**config.mk**
```make
export PLATFORM = sky130hd
export DESIGN_NAME = uhsw_walker
export DESIGN_NICKNAME = d
export VERILOG_FILES = /design/src/include/uhsw_pkg.sv /design/src/hdl/uhsw_walker.sv
export VERILOG_INCLUDE_DIRS = /design/src /design/src/include
export SDC_FILE = /design/constraint.sdc
export NUM_CORES = 1
export LEC_CHECK = 0
export BUFFER_PORTS_ARGS = -buffer_cell sky130_fd_sc_hd__buf_2
export CAP_MARGIN = 5
export CORE_MARGIN = 8
export CORE_UTILIZATION = 40
export CTS_BUF_LIST = sky130_fd_sc_hd__clkbuf_4 sky130_fd_sc_hd__clkbuf_8
export CTS_CLUSTER_SIZE = 16
export DETAILED_ROUTE_END_ITERATION = 8
export GPL_ROUTABILITY_DRIVEN = 1
export GPL_TIMING_DRIVEN = 0
export PLACE_DENSITY_LB_ADDON = 0.15
export SKIP_LAST_GASP = 1
export SLEW_MARGIN = 20
export SYNTH_ARGS = -nofsm -noshare
export SYNTH_HDL_FRONTEND = slang
export SYNTH_SLANG_ARGS = --single-unit
```
**constraint.sdc**
```tcl
create_clock -name clock -period 7.5 [get_ports clock]
set_clock_uncertainty 0.15 [all_clocks]
set_input_delay 0.375 -clock clock [delete_from_list [all_inputs] [get_ports clock]]
set_output_delay 0.375 -clock clock [all_outputs]
set_load 0.005 [all_outputs]
```
**src/include/uhsw_map.svh**
```systemverilog
// register offsets, field positions and timing counts
`ifndef UHSW_MAP_SVH
`define UHSW_MAP_SVH
`define UHSW_CTRL_OFF 12'h000
`define UHSW_STAT_OFF 12'h004
`define UHSW_MASK_OFF 12'h008
`define UHSW_FBASE_OFF 12'h00c
`define UHSW_FNUM_OFF 12'h010
`define UHSW_CTRL_RUN 0
`define UHSW_CTRL_SUSP 1
`define UHSW_STAT_SOF 0
`define UHSW_STAT_OC 1
`define UHSW_STAT_XFER 2
`define UHSW_STAT_W 3
`define UHSW_LNK_T 0
`define UHSW_LNK_Q 1
`define UHSW_LNK_VF 2
`define UHSW_TD_ACTIVE 23
`define UHSW_CS_OFF 32'h0000_0004
`define UHSW_FRAME_NS 1000000
`define UHSW_CLK_NS 10
`define UHSW_FRAME_CYC (`UHSW_FRAME_NS / `UHSW_CLK_NS)
`endif

```
**src/include/uhsw_pkg.sv**
```systemverilog
// types shared by the schedule walker
package uhsw_pkg;
  typedef enum logic [2:0] {
    st_idle,
    st_fptr,
    st_link,
    st_cs,
    st_exec,
    st_wait
  } uhsw_state_e;
endpackage

```
**src/hdl/uhsw_walker.sv**
```systemverilog
// schedule walker: frame list, queue heads and transfer descriptors
//
// The APB register port and the register offsets were chosen for this implementation.
`timescale 1ns/100ps
`include "uhsw_map.svh"

// Operation
// - all reclamation queue heads terminated: walker loops, never rereads frame pointer
// - start-of-frame still sent every frame while looping; no data moves
// - link dword bits 31:4 give next element; self link refetches it
// - link bit 2 zero in a descriptor under a queue head means go breadth first, not into element; elsewhere the link is followed
// - link bit 1 selects queue head (1) or transfer descriptor (0)
// - link bit 0 terminates; zero means pointer is valid and followed
// - descriptor active flag is bit 23; an inactive descriptor stops the walk and is refetched next frame
// - link dword at offset 0, control/status dword at offset 4
// - inactive self-linked descriptor under a queue head is fetched every frame; the queue head is not
// - over-current while suspended with usb clock alive sets status flag
module uhsw_walker #(
  parameter int unsigned FRAME_CYC = `UHSW_FRAME_CYC
) (
  // system
  input wire logic clock,
  input wire logic reset,
  // apb slave
  input wire logic psel,
  input wire logic penable,
  input wire logic pwrite,
  input wire logic [11:0] paddr,
  input wire logic [31:0] pwdata,
  output logic [31:0] prdata,
  output logic pready,
  output logic pslverr,
  // memory read port
  output logic mem_req,
  output logic [31:0] mem_addr,
  input wire logic mem_ack,
  input wire logic [31:0] mem_rdata,
  // usb side
  output logic sof_pulse,
  output logic xfer_start,
  output logic [31:0] xfer_td_addr,
  input wire logic xfer_done,
  input wire logic overcurrent_in_n,
  input wire logic usb_48mhz_clock_alive,
  // status
  output logic usb_status_flag,
  output logic irq
);

  // shorter frames leave no room for a walk between start-of-frame pulses
  if (FRAME_CYC < 16)
  begin : g_frame_check
    $error("frame period too short");
  end

  // ------------------------------------------------------------
  // registers
  // ------------------------------------------------------------
  uhsw_pkg::uhsw_state_e state_r, state_nxt;
  logic [1:0] ctrl_r;
  logic [`UHSW_STAT_W-1:0] stat_r, mask_r;
  logic [31:0] fbase_r;
  logic [9:0] fnum_r;
  logic [31:0] frame_cnt_r;
  logic [31:0] addr_r, addr_nxt;
  logic [31:0] cur_r, cur_nxt;
  logic is_qh_r, is_qh_nxt;
  logic [31:0] qh_link_r, qh_link_nxt;
  logic in_qh_r, in_qh_nxt;

  // ------------------------------------------------------------
  // apb decode
  // ------------------------------------------------------------
  wire acc = psel & penable;
  wire wr = acc & pwrite;
  wire hit_ctrl = paddr == `UHSW_CTRL_OFF;
  wire hit_stat = paddr == `UHSW_STAT_OFF;
  wire hit_mask = paddr == `UHSW_MASK_OFF;
  wire hit_fbase = paddr == `UHSW_FBASE_OFF;
  wire hit_fnum = paddr == `UHSW_FNUM_OFF;
  wire hit_any = hit_ctrl | hit_stat | hit_mask | hit_fbase | hit_fnum;
  assign pready = 1'b1;
  assign pslverr = acc & ~hit_any;
  assign prdata = hit_ctrl ? {30'h0, ctrl_r} :
                  hit_stat ? {29'h0, stat_r} :
                  hit_mask ? {29'h0, mask_r} :
                  hit_fbase ? fbase_r :
                  hit_fnum ? {22'h0, fnum_r} : 32'h0;

  // ------------------------------------------------------------
  // frame timer
  // ------------------------------------------------------------
  wire running = ctrl_r[`UHSW_CTRL_RUN] & ~ctrl_r[`UHSW_CTRL_SUSP];
  wire frame_tick = running && frame_cnt_r == FRAME_CYC - 1;
  // sof is timer driven so a stuck walk never stops it
  assign sof_pulse = frame_tick;

  always_ff @(posedge clock or posedge reset)
  begin
    if (reset)
      frame_cnt_r <= 32'h0;
    else if (!running || frame_tick)
      frame_cnt_r <= 32'h0;
    else
      frame_cnt_r <= frame_cnt_r + 32'h1;
  end

  always_ff @(posedge clock or posedge reset)
  begin
    if (reset)
      fnum_r <= 10'h0;
    else if (frame_tick)
      fnum_r <= fnum_r + 10'h1;
  end

  // ------------------------------------------------------------
  // link decode
  // ------------------------------------------------------------
  wire lnk_t = mem_rdata[`UHSW_LNK_T];
  wire lnk_q = mem_rdata[`UHSW_LNK_Q];
  // the link of the descriptor in hand, kept while it executes
  wire kept_t = qh_link_r[`UHSW_LNK_T];
  wire kept_q = qh_link_r[`UHSW_LNK_Q];
  wire kept_vf = qh_link_r[`UHSW_LNK_VF];
  wire [31:0] kept_ptr = {qh_link_r[31:4], 4'h0};
  wire [31:0] lnk_ptr = {mem_rdata[31:4], 4'h0};
  wire td_active = mem_rdata[`UHSW_TD_ACTIVE];
  wire [31:0] fentry = {fbase_r[31:12], fnum_r, 2'h0};
  wire busy = (mem_req & ~mem_ack) | (xfer_start & ~xfer_done);

  // ------------------------------------------------------------
  // walker
  // ------------------------------------------------------------
  always_comb
  begin
    state_nxt = state_r;
    addr_nxt = addr_r;
    cur_nxt = cur_r;
    is_qh_nxt = is_qh_r;
    qh_link_nxt = qh_link_r;
    in_qh_nxt = in_qh_r;
    case (state_r)
      uhsw_pkg::st_idle:
        if (frame_tick)
        begin
          state_nxt = uhsw_pkg::st_fptr;
          addr_nxt = fentry;
        end
      uhsw_pkg::st_fptr:
        if (mem_ack)
        begin
          // a terminated frame entry ends the walk until the next frame
          if (lnk_t)
            state_nxt = uhsw_pkg::st_idle;
          else
          begin
            cur_nxt = lnk_ptr;
            is_qh_nxt = lnk_q;
            addr_nxt = lnk_ptr;
            state_nxt = uhsw_pkg::st_link;
          end
        end
      uhsw_pkg::st_link:
        if (mem_ack)
        begin
          if (!is_qh_r)
          begin
            // a descriptor runs even when its own link is terminated
            qh_link_nxt = mem_rdata;
            addr_nxt = cur_r + `UHSW_CS_OFF;
            state_nxt = uhsw_pkg::st_cs;
          end
          else
          begin
            in_qh_nxt = 1'b1;
            // an empty queue head is reread every frame and the frame
            // list is not visited again until the walk is stopped
            if (lnk_t)
              state_nxt = uhsw_pkg::st_wait;
            else
            begin
              cur_nxt = lnk_ptr;
              is_qh_nxt = lnk_q;
              addr_nxt = lnk_ptr;
            end
          end
        end
      uhsw_pkg::st_cs:
        if (mem_ack)
        begin
          if (td_active)
            state_nxt = uhsw_pkg::st_exec;
          else
            state_nxt = uhsw_pkg::st_wait;
        end
      uhsw_pkg::st_exec:
        if (xfer_done)
        begin
          // breadth first inside a queue leaves the queue for this frame
          if (kept_t || (in_qh_r && !kept_vf))
            state_nxt = uhsw_pkg::st_idle;
          else
          begin
            cur_nxt = kept_ptr;
            is_qh_nxt = kept_q;
            addr_nxt = kept_ptr;
            state_nxt = uhsw_pkg::st_link;
          end
        end
      uhsw_pkg::st_wait:
        // inactive element: resume the loop on the next frame, never
        // rereading the frame pointer
        if (frame_tick)
        begin
          state_nxt = uhsw_pkg::st_link;
          addr_nxt = cur_r;
        end
      default:
        state_nxt = uhsw_pkg::st_idle;
    endcase
    // a read or transfer in flight finishes before the walk stops, so
    // neither side ever sees its request withdrawn
    if (!running && !busy)
      state_nxt = uhsw_pkg::st_idle;
  end

  assign mem_req = state_r == uhsw_pkg::st_fptr ||
                   state_r == uhsw_pkg::st_link ||
                   state_r == uhsw_pkg::st_cs;
  assign mem_addr = addr_r;
  assign xfer_start = state_r == uhsw_pkg::st_exec;
  assign xfer_td_addr = cur_r;

  always_ff @(posedge clock or posedge reset)
  begin
    if (reset)
    begin
      state_r <= uhsw_pkg::st_idle;
      addr_r <= 32'h0;
      cur_r <= 32'h0;
      is_qh_r <= 1'b0;
      qh_link_r <= 32'h0;
      in_qh_r <= 1'b0;
    end
    else
    begin
      state_r <= state_nxt;
      addr_r <= addr_nxt;
      cur_r <= cur_nxt;
      is_qh_r <= is_qh_nxt;
      qh_link_r <= qh_link_nxt;
      in_qh_r <= (state_nxt == uhsw_pkg::st_idle) ? 1'b0 : in_qh_nxt;
    end
  end

  // ------------------------------------------------------------
  // control, status and interrupt
  // ------------------------------------------------------------
  wire suspended = ctrl_r[`UHSW_CTRL_SUSP];
  // over-current only wakes while the usb clock still toggles
  wire oc_ev = suspended & ~overcurrent_in_n & usb_48mhz_clock_alive;
  wire xfer_ev = xfer_done & (state_r == uhsw_pkg::st_exec);
  wire [`UHSW_STAT_W-1:0] ev = {xfer_ev, oc_ev, frame_tick};
  wire [`UHSW_STAT_W-1:0] w1c = (wr & hit_stat) ?
    pwdata[`UHSW_STAT_W-1:0] : {`UHSW_STAT_W{1'b0}};

  always_ff @(posedge clock or posedge reset)
  begin
    if (reset)
      ctrl_r <= 2'h0;
    else if (wr & hit_ctrl)
      ctrl_r <= pwdata[1:0];
  end

  always_ff @(posedge clock or posedge reset)
  begin
    if (reset)
      mask_r <= 3'h0;
    else if (wr & hit_mask)
      mask_r <= pwdata[`UHSW_STAT_W-1:0];
  end

  always_ff @(posedge clock or posedge reset)
  begin
    if (reset)
      fbase_r <= 32'h0;
    else if (wr & hit_fbase)
      fbase_r <= {pwdata[31:12], 12'h0};
  end

  // a new event wins over a clear in the same cycle
  always_ff @(posedge clock or posedge reset)
  begin
    if (reset)
      stat_r <= 3'h0;
    else
      stat_r <= (stat_r & ~w1c) | ev;
  end

  assign usb_status_flag = stat_r[`UHSW_STAT_OC];
  assign irq = |(stat_r & mask_r);

endmodule // uhsw_walker

```
==> results.json, run 1 <==
{
  "outcome": "complete, no violations",
  "detail_route.iter0.violations": 589,
  "share_of_final_layout_standard_cells_stronger_than_drive_strength_1_pct": 33.9,
  "timing.critical_path.mode_cell": "clkbuf_1",
  "area_added_between_synthesis_and_finish_pct": 23.0,
  "routedWlPerCell_um": 18.8,
  "place.detailed.instances": 1225,
  "fin_cells": 1282,
  "synth_top_flop_cell": "dfrtp_1",
  "chip_height_um": 161,
  "first_pass_grt_wire_length_um": 38600,
  "cts_setup_buffers": 0,
  "chipWidth_um": 161,
  "yosysSeqAreaShare_pct": 49.3,
  "reg2reg_from": "state_r[2]",
  "grt_max_degree": 92,
  "clk_pin_slew_ps": 100,
  "post_synth_mux_area_share_pct": 15.2,
  "adder_cell_fraction_of_synth_area_pct": 0.297,
  "io_pins": 188,
  "crit_start": "state_r[2]",
  "grt_pass1_vias": 7011,
  "synth_enable_flop_cells": 0,
  "final.setup.tns_ps": 0,
  "grt_overflow": 0,
  "ys_top_cells_by_area": "dfrtp_1, mux2_2, nand2_1",
  "route.vias.total": 6890,
  "cp-end-kind": "register",
  "clkSinkCount": 166,
  "hold_path.class": "in2reg",
  "row_count": 53,
  "worstReg2RegEnd": "mem_addr[28]",
  "synth_compound_gate_area_share_pct": 11.0,
  "fmaxAchievable_mhz": 334,
  "synth_commonest_cells": "dfrtp_1, mux2_2, nand2_1",
  "globalRouteTotalUtil_pct": 18.6,
  "power.sequential.fraction_pct": 53.5,
  "port_buffers": 169,
  "drv_cap": 0,
  "yosys_warnings": 0,
  "clock_power_share_pct": 42.0,
  "h-tree-depth": 4,
  "internal_power_w": 0.00127,
  "worst_pin_slew_ps": 952,
  "detailedPlacementHpwl_um": 17100,
  "rr_worst_depth": 8,
  "synth_async_sr_flop_share_pct": 100,
  "hold_viol": 0,
  "count_of_antenna_violating_nets_left_after_detailed_routing": 0,
  "postSynthCellCount": 775,
  "share_comb_of_total_power_pct": 4.5,
  "critical_path_class": "reg2reg",
  "critical_path.cell_chain": "clkbuf_1 -> clkbuf_1 -> nor2_1 -> a21boi_1 -> clkbuf_1 -> nand2_1 -> nand2_1 -> a22o_1",
  "finalNetCount": 1081,
  "drt_pass1_iterations": 5,
  "arrival_time_at_the_worst_endpoint_ps": 3230,
  "post-synth-top-count-cell": "dfrtp_1",
  "cp-endpoint": "mem_addr[28]",
  "final_util_pct": 49.7,
  "xor_and_xnor_fraction_of_the_mapped_netlist_area_pct": 4.06,
  "leakage_nw": 4.92,
  "floorplan.die_area_sq_mm": 0.0260,
  "worst_path_max_delay_cell": "a21boi_1",
  "cts_buffers": 17,
  "final_worst_path_period_share_pct": 39.9,
  "syn-mean-instance-area_sq_um": 10.9,
  "synth_top_family_by_area": "simple AND/OR/NAND/NOR gates",
  "drv_slew": 0,
  "grt_antenna_before_repair": 0,
  "postCtsResizedCells": 0,
  "cts_tree": "done",
  "wl_um": 24100,
  "slew_headroom_pct": 36.4,
  "largest_stage_delay_on_the_critical_path_ps": 790,
  "max-clock-path-buffers": 2,
  "drcViolationCount": 0,
  "power_density_mw_per_mm2": 162,
  "setup_repair_after_global_routing_missed_its_margin": "no",
  "worst_hold_path.num_cells": 2,
  "detail_route.vias_per_cell": 5.37,
  "syn-cell-area_sq_mm": 0.00842,
  "worstPathRequired_ps": 7740,
  "initial_utilization_pct": 40.4,
  "clock_period_minus_worst_slack_ps": 2990,
  "ir_worst_vdd_mv": 0.112,
  "ys_seq_elements": 166,
  "rrSetupSlack_ps": 4510,
  "design_area_sq_mm": 0.0104,
  "worst-path-max-fanout": 10,
  "insertion_delay_ps": 460,
  "net-switching-power_w": 0.000401,
  "cts-hold-fix-buffers": 25,
  "synth_top_area_share_pct": 49.3,
  "place.gp.congestion": 0.907,
  "power_w": 0.00167,
  "clockRootBuffer": "clkbuf_8",
  "netlist-cell-type-count": 59,
  "antenna_diodes": 0,
  "placement.cell_area_sq_mm": 0.00967,
  "switching_share_pct": 24.0,
  "synth_top_cell_by_area": "dfrtp_1",
  "setup-violations-final": 0,
  "core_area_sq_mm": 0.0208,
  "yosys.area_share.simple_pct": 16.2,
  "startpoint_type_of_the_worst_setup_path": "register"
}
[how the worst min path moves through the flow]
stage,from,slack [ps],to
3_3_place_gp,mem_addr[1],310,mem_addr[1]
2_1_floorplan,frame_cnt_r[0],300,frame_cnt_r[0]
4_1_cts,mem_rdata[26],2,qh_link_r[26]
6_report,mem_rdata[21],30,qh_link_r[21]
3_5_place_dp,mem_addr[1],330,mem_addr[1]
5_1_grt,mem_rdata[25],7,qh_link_r[25]
[layout by cell type, fill, tap and decap left out, types with 13 or more instances in the layout]
| cell | n |
|---|---|
| o21ai_0 | 13 |
| nand3_1 | 25 |
| a22o_1 | 28 |
| clkbuf_8 | 17 |
| nor2_1 | 45 |
| buf_2 | 174 |
| a222oi_1 | 28 |
| xnor2_1 | 21 |
| a21oi_1 | 18 |
| clkbuf_1 | 36 |
| nor3_1 | 15 |
| xor2_1 | 18 |
| and2_1 | 31 |
| dfrtp_1 | 166 |
| dlygate4sd3_1 | 25 |
| nand2_1 | 85 |
| mux2_2 | 112 |
[layer usage]
metal / global-route usage, % / routed length [um] / vias up
li1: - / - / 3233
met1: 24.1 / 10800 / 3430
met2: 30.2 / 11500 / 207
met3: 4.68 / 1440 / 20
met4: 5.13 / 404 / 0
met5: 0 / 0 / -
[power groups by stage]
stage                     registers (W)  logic [W]  clock network, W
final                          0.000895  0.0000759          0.000703
after global routing           0.000895  0.0000854          0.000758
after CTS                      0.000895  0.0000769          0.000723
after detailed placement       0.000913  0.0000670                 0
after global placement         0.000913  0.0000644                 0
after floorplan                0.000913  0.0000307                 0
[through the flow]
step | setup slack, ps | hold WS [ps]
finish | 4510 | 30.8
global route | 4320 | 6.72
CTS | 4520 | 1.79
detailed placement | 4500 | 330
global placement | 346 | 314
floorplan | 2480 | 305
[cell type report]
type	instances	area, sq um
Buffer	58	288
Clock buffer	18	241
Clock inverter	14	193
Fill cell	1976	10500
Inverter	9	41.3
Multi-Input combinational cell	547	3970
Sequential cell	166	4150
Tap cell	275	344
Timing Repair Buffer	195	1120
[flip-flops by register name (all words and copies together), names as in the netlist]
register and count:
fbase_r 20, xfer_td_addr 28, frame_cnt_r 32, fnum_r 10, is_qh_r 1, mem_addr 32
mask_r 3, ctrl_r 2, qh_link_r 31, stat_r 3, state_r 3, in_qh_r 1
[critical path, delay by kind of cell (launching register included)]
family	cells	cell delay [ps]
buffers and inverters	3	1060
AO/OA/AOI/OAI	2	920
AND/OR/NAND/NOR	3	420
flip-flops	1	380
[kinds of logic (layout without fill, tap and decap cells)]
kind of cell / count (synthesis) / in the layout
compound gates: 115 / 115
xor+xnor: 39 / 39
fa+ha+maj: 2 / 2
buf+inv: 67 / 294
flops: 166 / 166
mux: 114 / 114
other cells: 2 / 7
simple gates: 270 / 270
(Power assumes the default switching activity.)
==> run 2, diff against run 1 <==
- clock period: 7.5 -> 2.6 ns (I/O delays scaled with it)
==> results.json, run 2 (synthesized netlist as in run 1, its figures left out) <==
{
  "detail_route.vias_per_cell": 5.29,
  "core_area_sq_mm": 0.0208,
  "initial_utilization_pct": 40.4,
  "clockRootBuffer": "clkbuf_8",
  "cts_buffers": 17,
  "first_pass_grt_wire_length_um": 40100,
  "setup_repair_after_global_routing_missed_its_margin": "yes",
  "cts_tree": "done",
  "worstPathRequired_ps": 2800,
  "floorplan.die_area_sq_mm": 0.0260,
  "detail_route.iter0.violations": 454,
  "hold_viol": 0,
  "wl_um": 24600,
  "drv_cap": 0,
  "clkSinkCount": 166,
  "arrival_time_at_the_worst_endpoint_ps": 2890,
  "cp-end-kind": "register",
  "startpoint_type_of_the_worst_setup_path": "register",
  "placement.cell_area_sq_mm": 0.00975,
  "largest_stage_delay_on_the_critical_path_ps": 580,
  "finalWorstSetupSlack_ps": -97.1,
  "hold_path.class": "in2reg",
  "globalRouteTotalUtil_pct": 19.2,
  "layout.cells.most_common": "buf_2",
  "drt_pass1_iterations": 7,
  "clock_period_minus_worst_slack_ps": 2700,
  "fmaxAchievable_mhz": 371,
  "final_worst_path_period_share_pct": 104,
  "count_of_antenna_violating_nets_left_after_detailed_routing": 0,
  "grt_max_degree": 34,
  "port_buffers": 169,
  "setup-violations-final": 29,
  "ir_worst_vdd_mv": 0.294,
  "drv_slew": 0,
  "worst_path_max_delay_cell": "or4_4",
  "row_count": 53,
  "antenna_diodes": 0,
  "worst-path-max-fanout": 10,
  "routedWlPerCell_um": 18.4,
  "clk_pin_slew_ps": 100,
  "power_w": 0.00477,
  "power_density_mw_per_mm2": 432,
  "grt_antenna_before_repair": 1,
  "place.gp.congestion": 0.878,
  "chipWidth_um": 161,
  "preCtsSetupSlack_ps": -277,
  "max-clock-path-buffers": 2,
  "chip_height_um": 161,
  "drcViolationCount": 0,
  "finalHoldWorstSlack_ps": 138,
  "final_cell_mix": "buf_2, dfrtp_1, mux2_2",
  "outcome": "complete, but fails checks",
  "detailedPlacementHpwl_um": 17400,
  "design_area_sq_mm": 0.0110,
  "leakage_nw": 5.26,
  "timing.critical_path.mode_cell": "buf_8",
  "io_pins": 188,
  "route.vias.total": 7076,
  "finalNetCount": 1136,
  "area_added_between_synthesis_and_finish_pct": 31.2,
  "insertion_delay_ps": 460,
  "critical_path_class": "reg2reg",
  "worst_pin_slew_ps": 710,
  "grt_pass1_vias": 7262,
  "h-tree-depth": 4,
  "final.setup.tns_ps": -1810,
  "failed_checks": "setup timing",
  "slew_headroom_pct": 52.3,
  "grt_overflow": 0,
  "share_of_final_layout_standard_cells_stronger_than_drive_strength_1_pct": 36.6,
  "critical_path.cell_chain": "ha_2 -> and3_4 -> nand4_1 -> or4_4 -> buf_8 -> a211o_4 -> buf_8 -> a22o_1"
}
-- run 2: changes by cell type in the layout (fill, tap and decap cells not counted), moves of 12 or more --
| cell | change |
|---|---|
| dlygate4sd3_1 | +39 |
| buf_4 | +15 |
| clkbuf_2 | +12 |
| clkbuf_1 | -16 |
-- run 2: final cells by class --
type | count | area [sq um]
inverter | 9 | 37.5
sequential | 166 | 4160
clock buffer | 18 | 241
multi-input combinational | 547 | 4060
timing repair buffer | 251 | 1710
clock inverter | 14 | 164
tap | 275 | 344
buffer | 57 | 333
fill | 1963 | 9780
-- run 2: repair_timing --
| item | 4_1_cts | 5_1_grt |
|---|---|---|
| endpoints found under the hold margin | 142 | 0 |
| resized for setup | 26 | 25 |
| hold buffers | 64 | 0 |
| setup endpoints to repair | 58 | 97 |
| setup buffers | 10 | 2 |
| pin swaps | 12 | 4 |
| gates cloned | 1 | 0 |
-- run 2: final timing paths --
| check | slack (ps) | from | cells past startpoint | to |
|---|---|---|---|---|
| setup reg to reg | -100 | frame_cnt_r[1] | 8 | mem_addr[28] |
| max in group asynchronous | 1300 | reset | 5 | qh_link_r[19] |
| hold reg to reg | 350 | mem_addr[1] | 1 | mem_addr[1] |
| hold / removal | 140 | pwrite | 4 | mask_r[1] |
| min in group asynchronous | 180 | reset | 3 | stat_r[1] |
| setup / recovery | -100 | frame_cnt_r[1] | 8 | mem_addr[28] |
-- run 2: routing by layer --
layer	track usage [%]	up-vias	share of wire, %
met5	0	-	0.037
li1	-	3352	-
met1	24.9	3483	44
met4	6.57	2	2.3
met3	4.94	30	6.3
met2	30.7	209	47
-- run 2: where the power goes --
group | switching, W | internal [W]
sequential | 0.000000980 | 0.00258
combinational | 0.000124 | 0.000148
clock | 0.00103 | 0.000889
total | 0.00115 | 0.00362
-- run 2: worst max-delay path: cells and delay by family, from the launching register on --
kind / cells / cell delay [ps]
fa+ha+maj: 1 / 190
flops: 1 / 370
simple gates: 3 / 920
buf+inv: 2 / 330
compound gates: 2 / 630
-- run 2: through the flow --
step | std cells | utilization [%]
after floorplan | 780 | -
after global placement | 1224 | 46.3
after detailed placement | 1229 | 46.8
after CTS | 1336 | 52.7
after global routing | 1337 | 53.0
final | 1337 | 53.0
==> run 3, diff against run 2 <==
- CORE_ASPECT_RATIO: not set -> 1.25
- CORE_UTILIZATION: 40 -> 45
==> results.json, run 3 (synthesized netlist as in run 1, its figures left out) <==
{
  "hold_viol": 0,
  "core_area_sq_mm": 0.0186,
  "grt_pass1_vias": 7439,
  "wl_met1_um": 9960,
  "cts_buffers": 17,
  "wl_um": 24900,
  "count_of_antenna_violating_nets_left_after_detailed_routing": 0,
  "worst_pin_slew_ps": 713,
  "antenna_diodes": 0,
  "clock_period_minus_worst_slack_ps": 2700,
  "finalNetCount": 1141,
  "grt_max_degree": 34,
  "setup_repair_after_global_routing_missed_its_margin": "yes",
  "share_of_final_layout_standard_cells_stronger_than_drive_strength_1_pct": 38.0,
  "cp.depth": 7,
  "insertion_delay_ps": 460,
  "chip_height_um": 169,
  "finalWorstSetupSlack_ps": -96.7,
  "failed_checks": "setup timing",
  "design_area_sq_mm": 0.0111,
  "wl_met3_um": 1400,
  "drv_slew": 0,
  "worst_path_max_delay_cell": "or4_4",
  "final_worst_path_period_share_pct": 104,
  "preCtsSetupSlack_ps": -321,
  "hold_path.class": "in2reg",
  "port_buffers": 169,
  "chipWidth_um": 138,
  "final.setup.tns_ps": -2200,
  "fmaxAchievable_mhz": 371,
  "drt_pass1_iterations": 6,
  "rrSetupSlack_ps": -100,
  "route.met2.wl_um": 12700,
  "setup-violations-final": 29,
  "first_pass_grt_wire_length_um": 40100,
  "cp-end-kind": "register",
  "critical_path.cell_chain": "nor4_2 -> nand3_2 -> or4_4 -> buf_8 -> a211o_4 -> clkbuf_16 -> a22o_1",
  "grt_antenna_before_repair": 0,
  "routedWlPerCell_um": 19.1,
  "detail_route.vias_per_cell": 5.57,
  "reg2reg_from": "frame_cnt_r[30]",
  "startpoint_type_of_the_worst_setup_path": "register",
  "leakage_nw": 5.34,
  "drv_cap": 0,
  "largest_stage_delay_on_the_critical_path_ps": 550,
  "cp-endpoint": "mem_addr[4]",
  "slew_headroom_pct": 52.5,
  "area_added_between_synthesis_and_finish_pct": 31.8,
  "row_count": 56,
  "detail_route.iter0.violations": 600,
  "power_w": 0.00484,
  "cts_tree": "done",
  "clkSinkCount": 166,
  "ir_worst_vdd_mv": 0.255,
  "io_pins": 188,
  "globalRouteTotalUtil_pct": 21.2,
  "power_density_mw_per_mm2": 437,
  "detailedPlacementHpwl_um": 17300,
  "critPathBufInv": 2,
  "crit_family": "simple AND/OR/NAND/NOR gates",
  "initial_utilization_pct": 45.4,
  "grt_overflow": 0,
  "h-tree-depth": 4,
  "worstReg2RegEnd": "mem_addr[4]",
  "placement.cell_area_sq_mm": 0.00973,
  "rr_worst_depth": 7,
  "outcome": "complete, but fails checks",
  "worstPathRequired_ps": 2800,
  "finalHoldWorstSlack_ps": 30.8,
  "critical_path_class": "reg2reg",
  "floorplan.die_area_sq_mm": 0.0234,
  "drcViolationCount": 0,
  "layout.cells.most_common": "buf_2",
  "arrival_time_at_the_worst_endpoint_ps": 2900,
  "max-clock-path-buffers": 2,
  "final_cell_mix": "buf_2, dfrtp_1, mux2_2",
  "worst-path-max-fanout": 7,
  "route.vias.total": 7235,
  "crit_start": "frame_cnt_r[30]",
  "place.gp.congestion": 0.904,
  "top_layer": "met4",
  "clockRootBuffer": "clkbuf_8",
  "clk_pin_slew_ps": 90
}
==> run 3: cell types whose count changed in the layout (fill, tap and decap cells not counted), sizes merged <==
cell         previous run  this run
buf                   210       213
dlygate4sd3            64        60
inv                    14        12
bufinv                  2         3
clkbuf                 52        59
==> run 3: per-layer routing <==
metal | global-route usage [%] | up-vias
li1 | - | 3364
met1 | 25.4 | 3596
met2 | 35.7 | 228
met3 | 4.88 | 47
met4 | 9.47 | 0
met5 | 0 | -
==> run 3: cell type report <==
cell class	instances	area, sq um
fill	1580	7470
sequential	166	4160
multi-input combinational	547	4070
timing repair buffer	256	1780
buffer	57	340
tap	232	290
clock buffer	19	255
clock inverter	13	170
inverter	9	37.5
==> run 3: how the worst min path moves through the flow <==
stage	cells after the start	endpoint	from	slack (ps)
after floorplan	2	stat_r[2]	xfer_done	90
after global placement	2	fbase_r[28]	pwdata[28]	210
after detailed placement	2	stat_r[1]	reset	60
after CTS	5	stat_r[0]	paddr[3]	0.7
after global routing	3	ctrl_r[0]	paddr[3]	7
final	3	ctrl_r[0]	paddr[3]	30
==> run 3: power by group <==
part           internal [W]  switching [W]  leakage, nW
sequential          0.00258     0.00000142         2.17
clock              0.000999       0.000986        0.207
combinational      0.000151       0.000126         2.96
total               0.00373        0.00111         5.34
==> run 3: timing repair <==
item,CTS,global route
cloned,1,2
setup buffers,18,4
hold endpoints to repair,201,0
endpoints found under the setup margin,54,102
pin swaps,7,34
hold buffers,60,0
resized for setup,22,40
==> run 3: through the flow <==
stage,util [%],cells
floorplan,-,780
global placement,51.6,1181
detailed placement,52.4,1187
CTS,59.0,1298
global route,59.8,1299
finish,59.8,1299
==> run 3: worst register-to-register path: cells and delay by family, from the launching register on <==
kind                   cells  cell delay (ps)
flip-flops                 1              410
buffers and inverters      2              340
AND/OR/NAND/NOR            3             1070
AO/OA/AOI/OAI              2              620
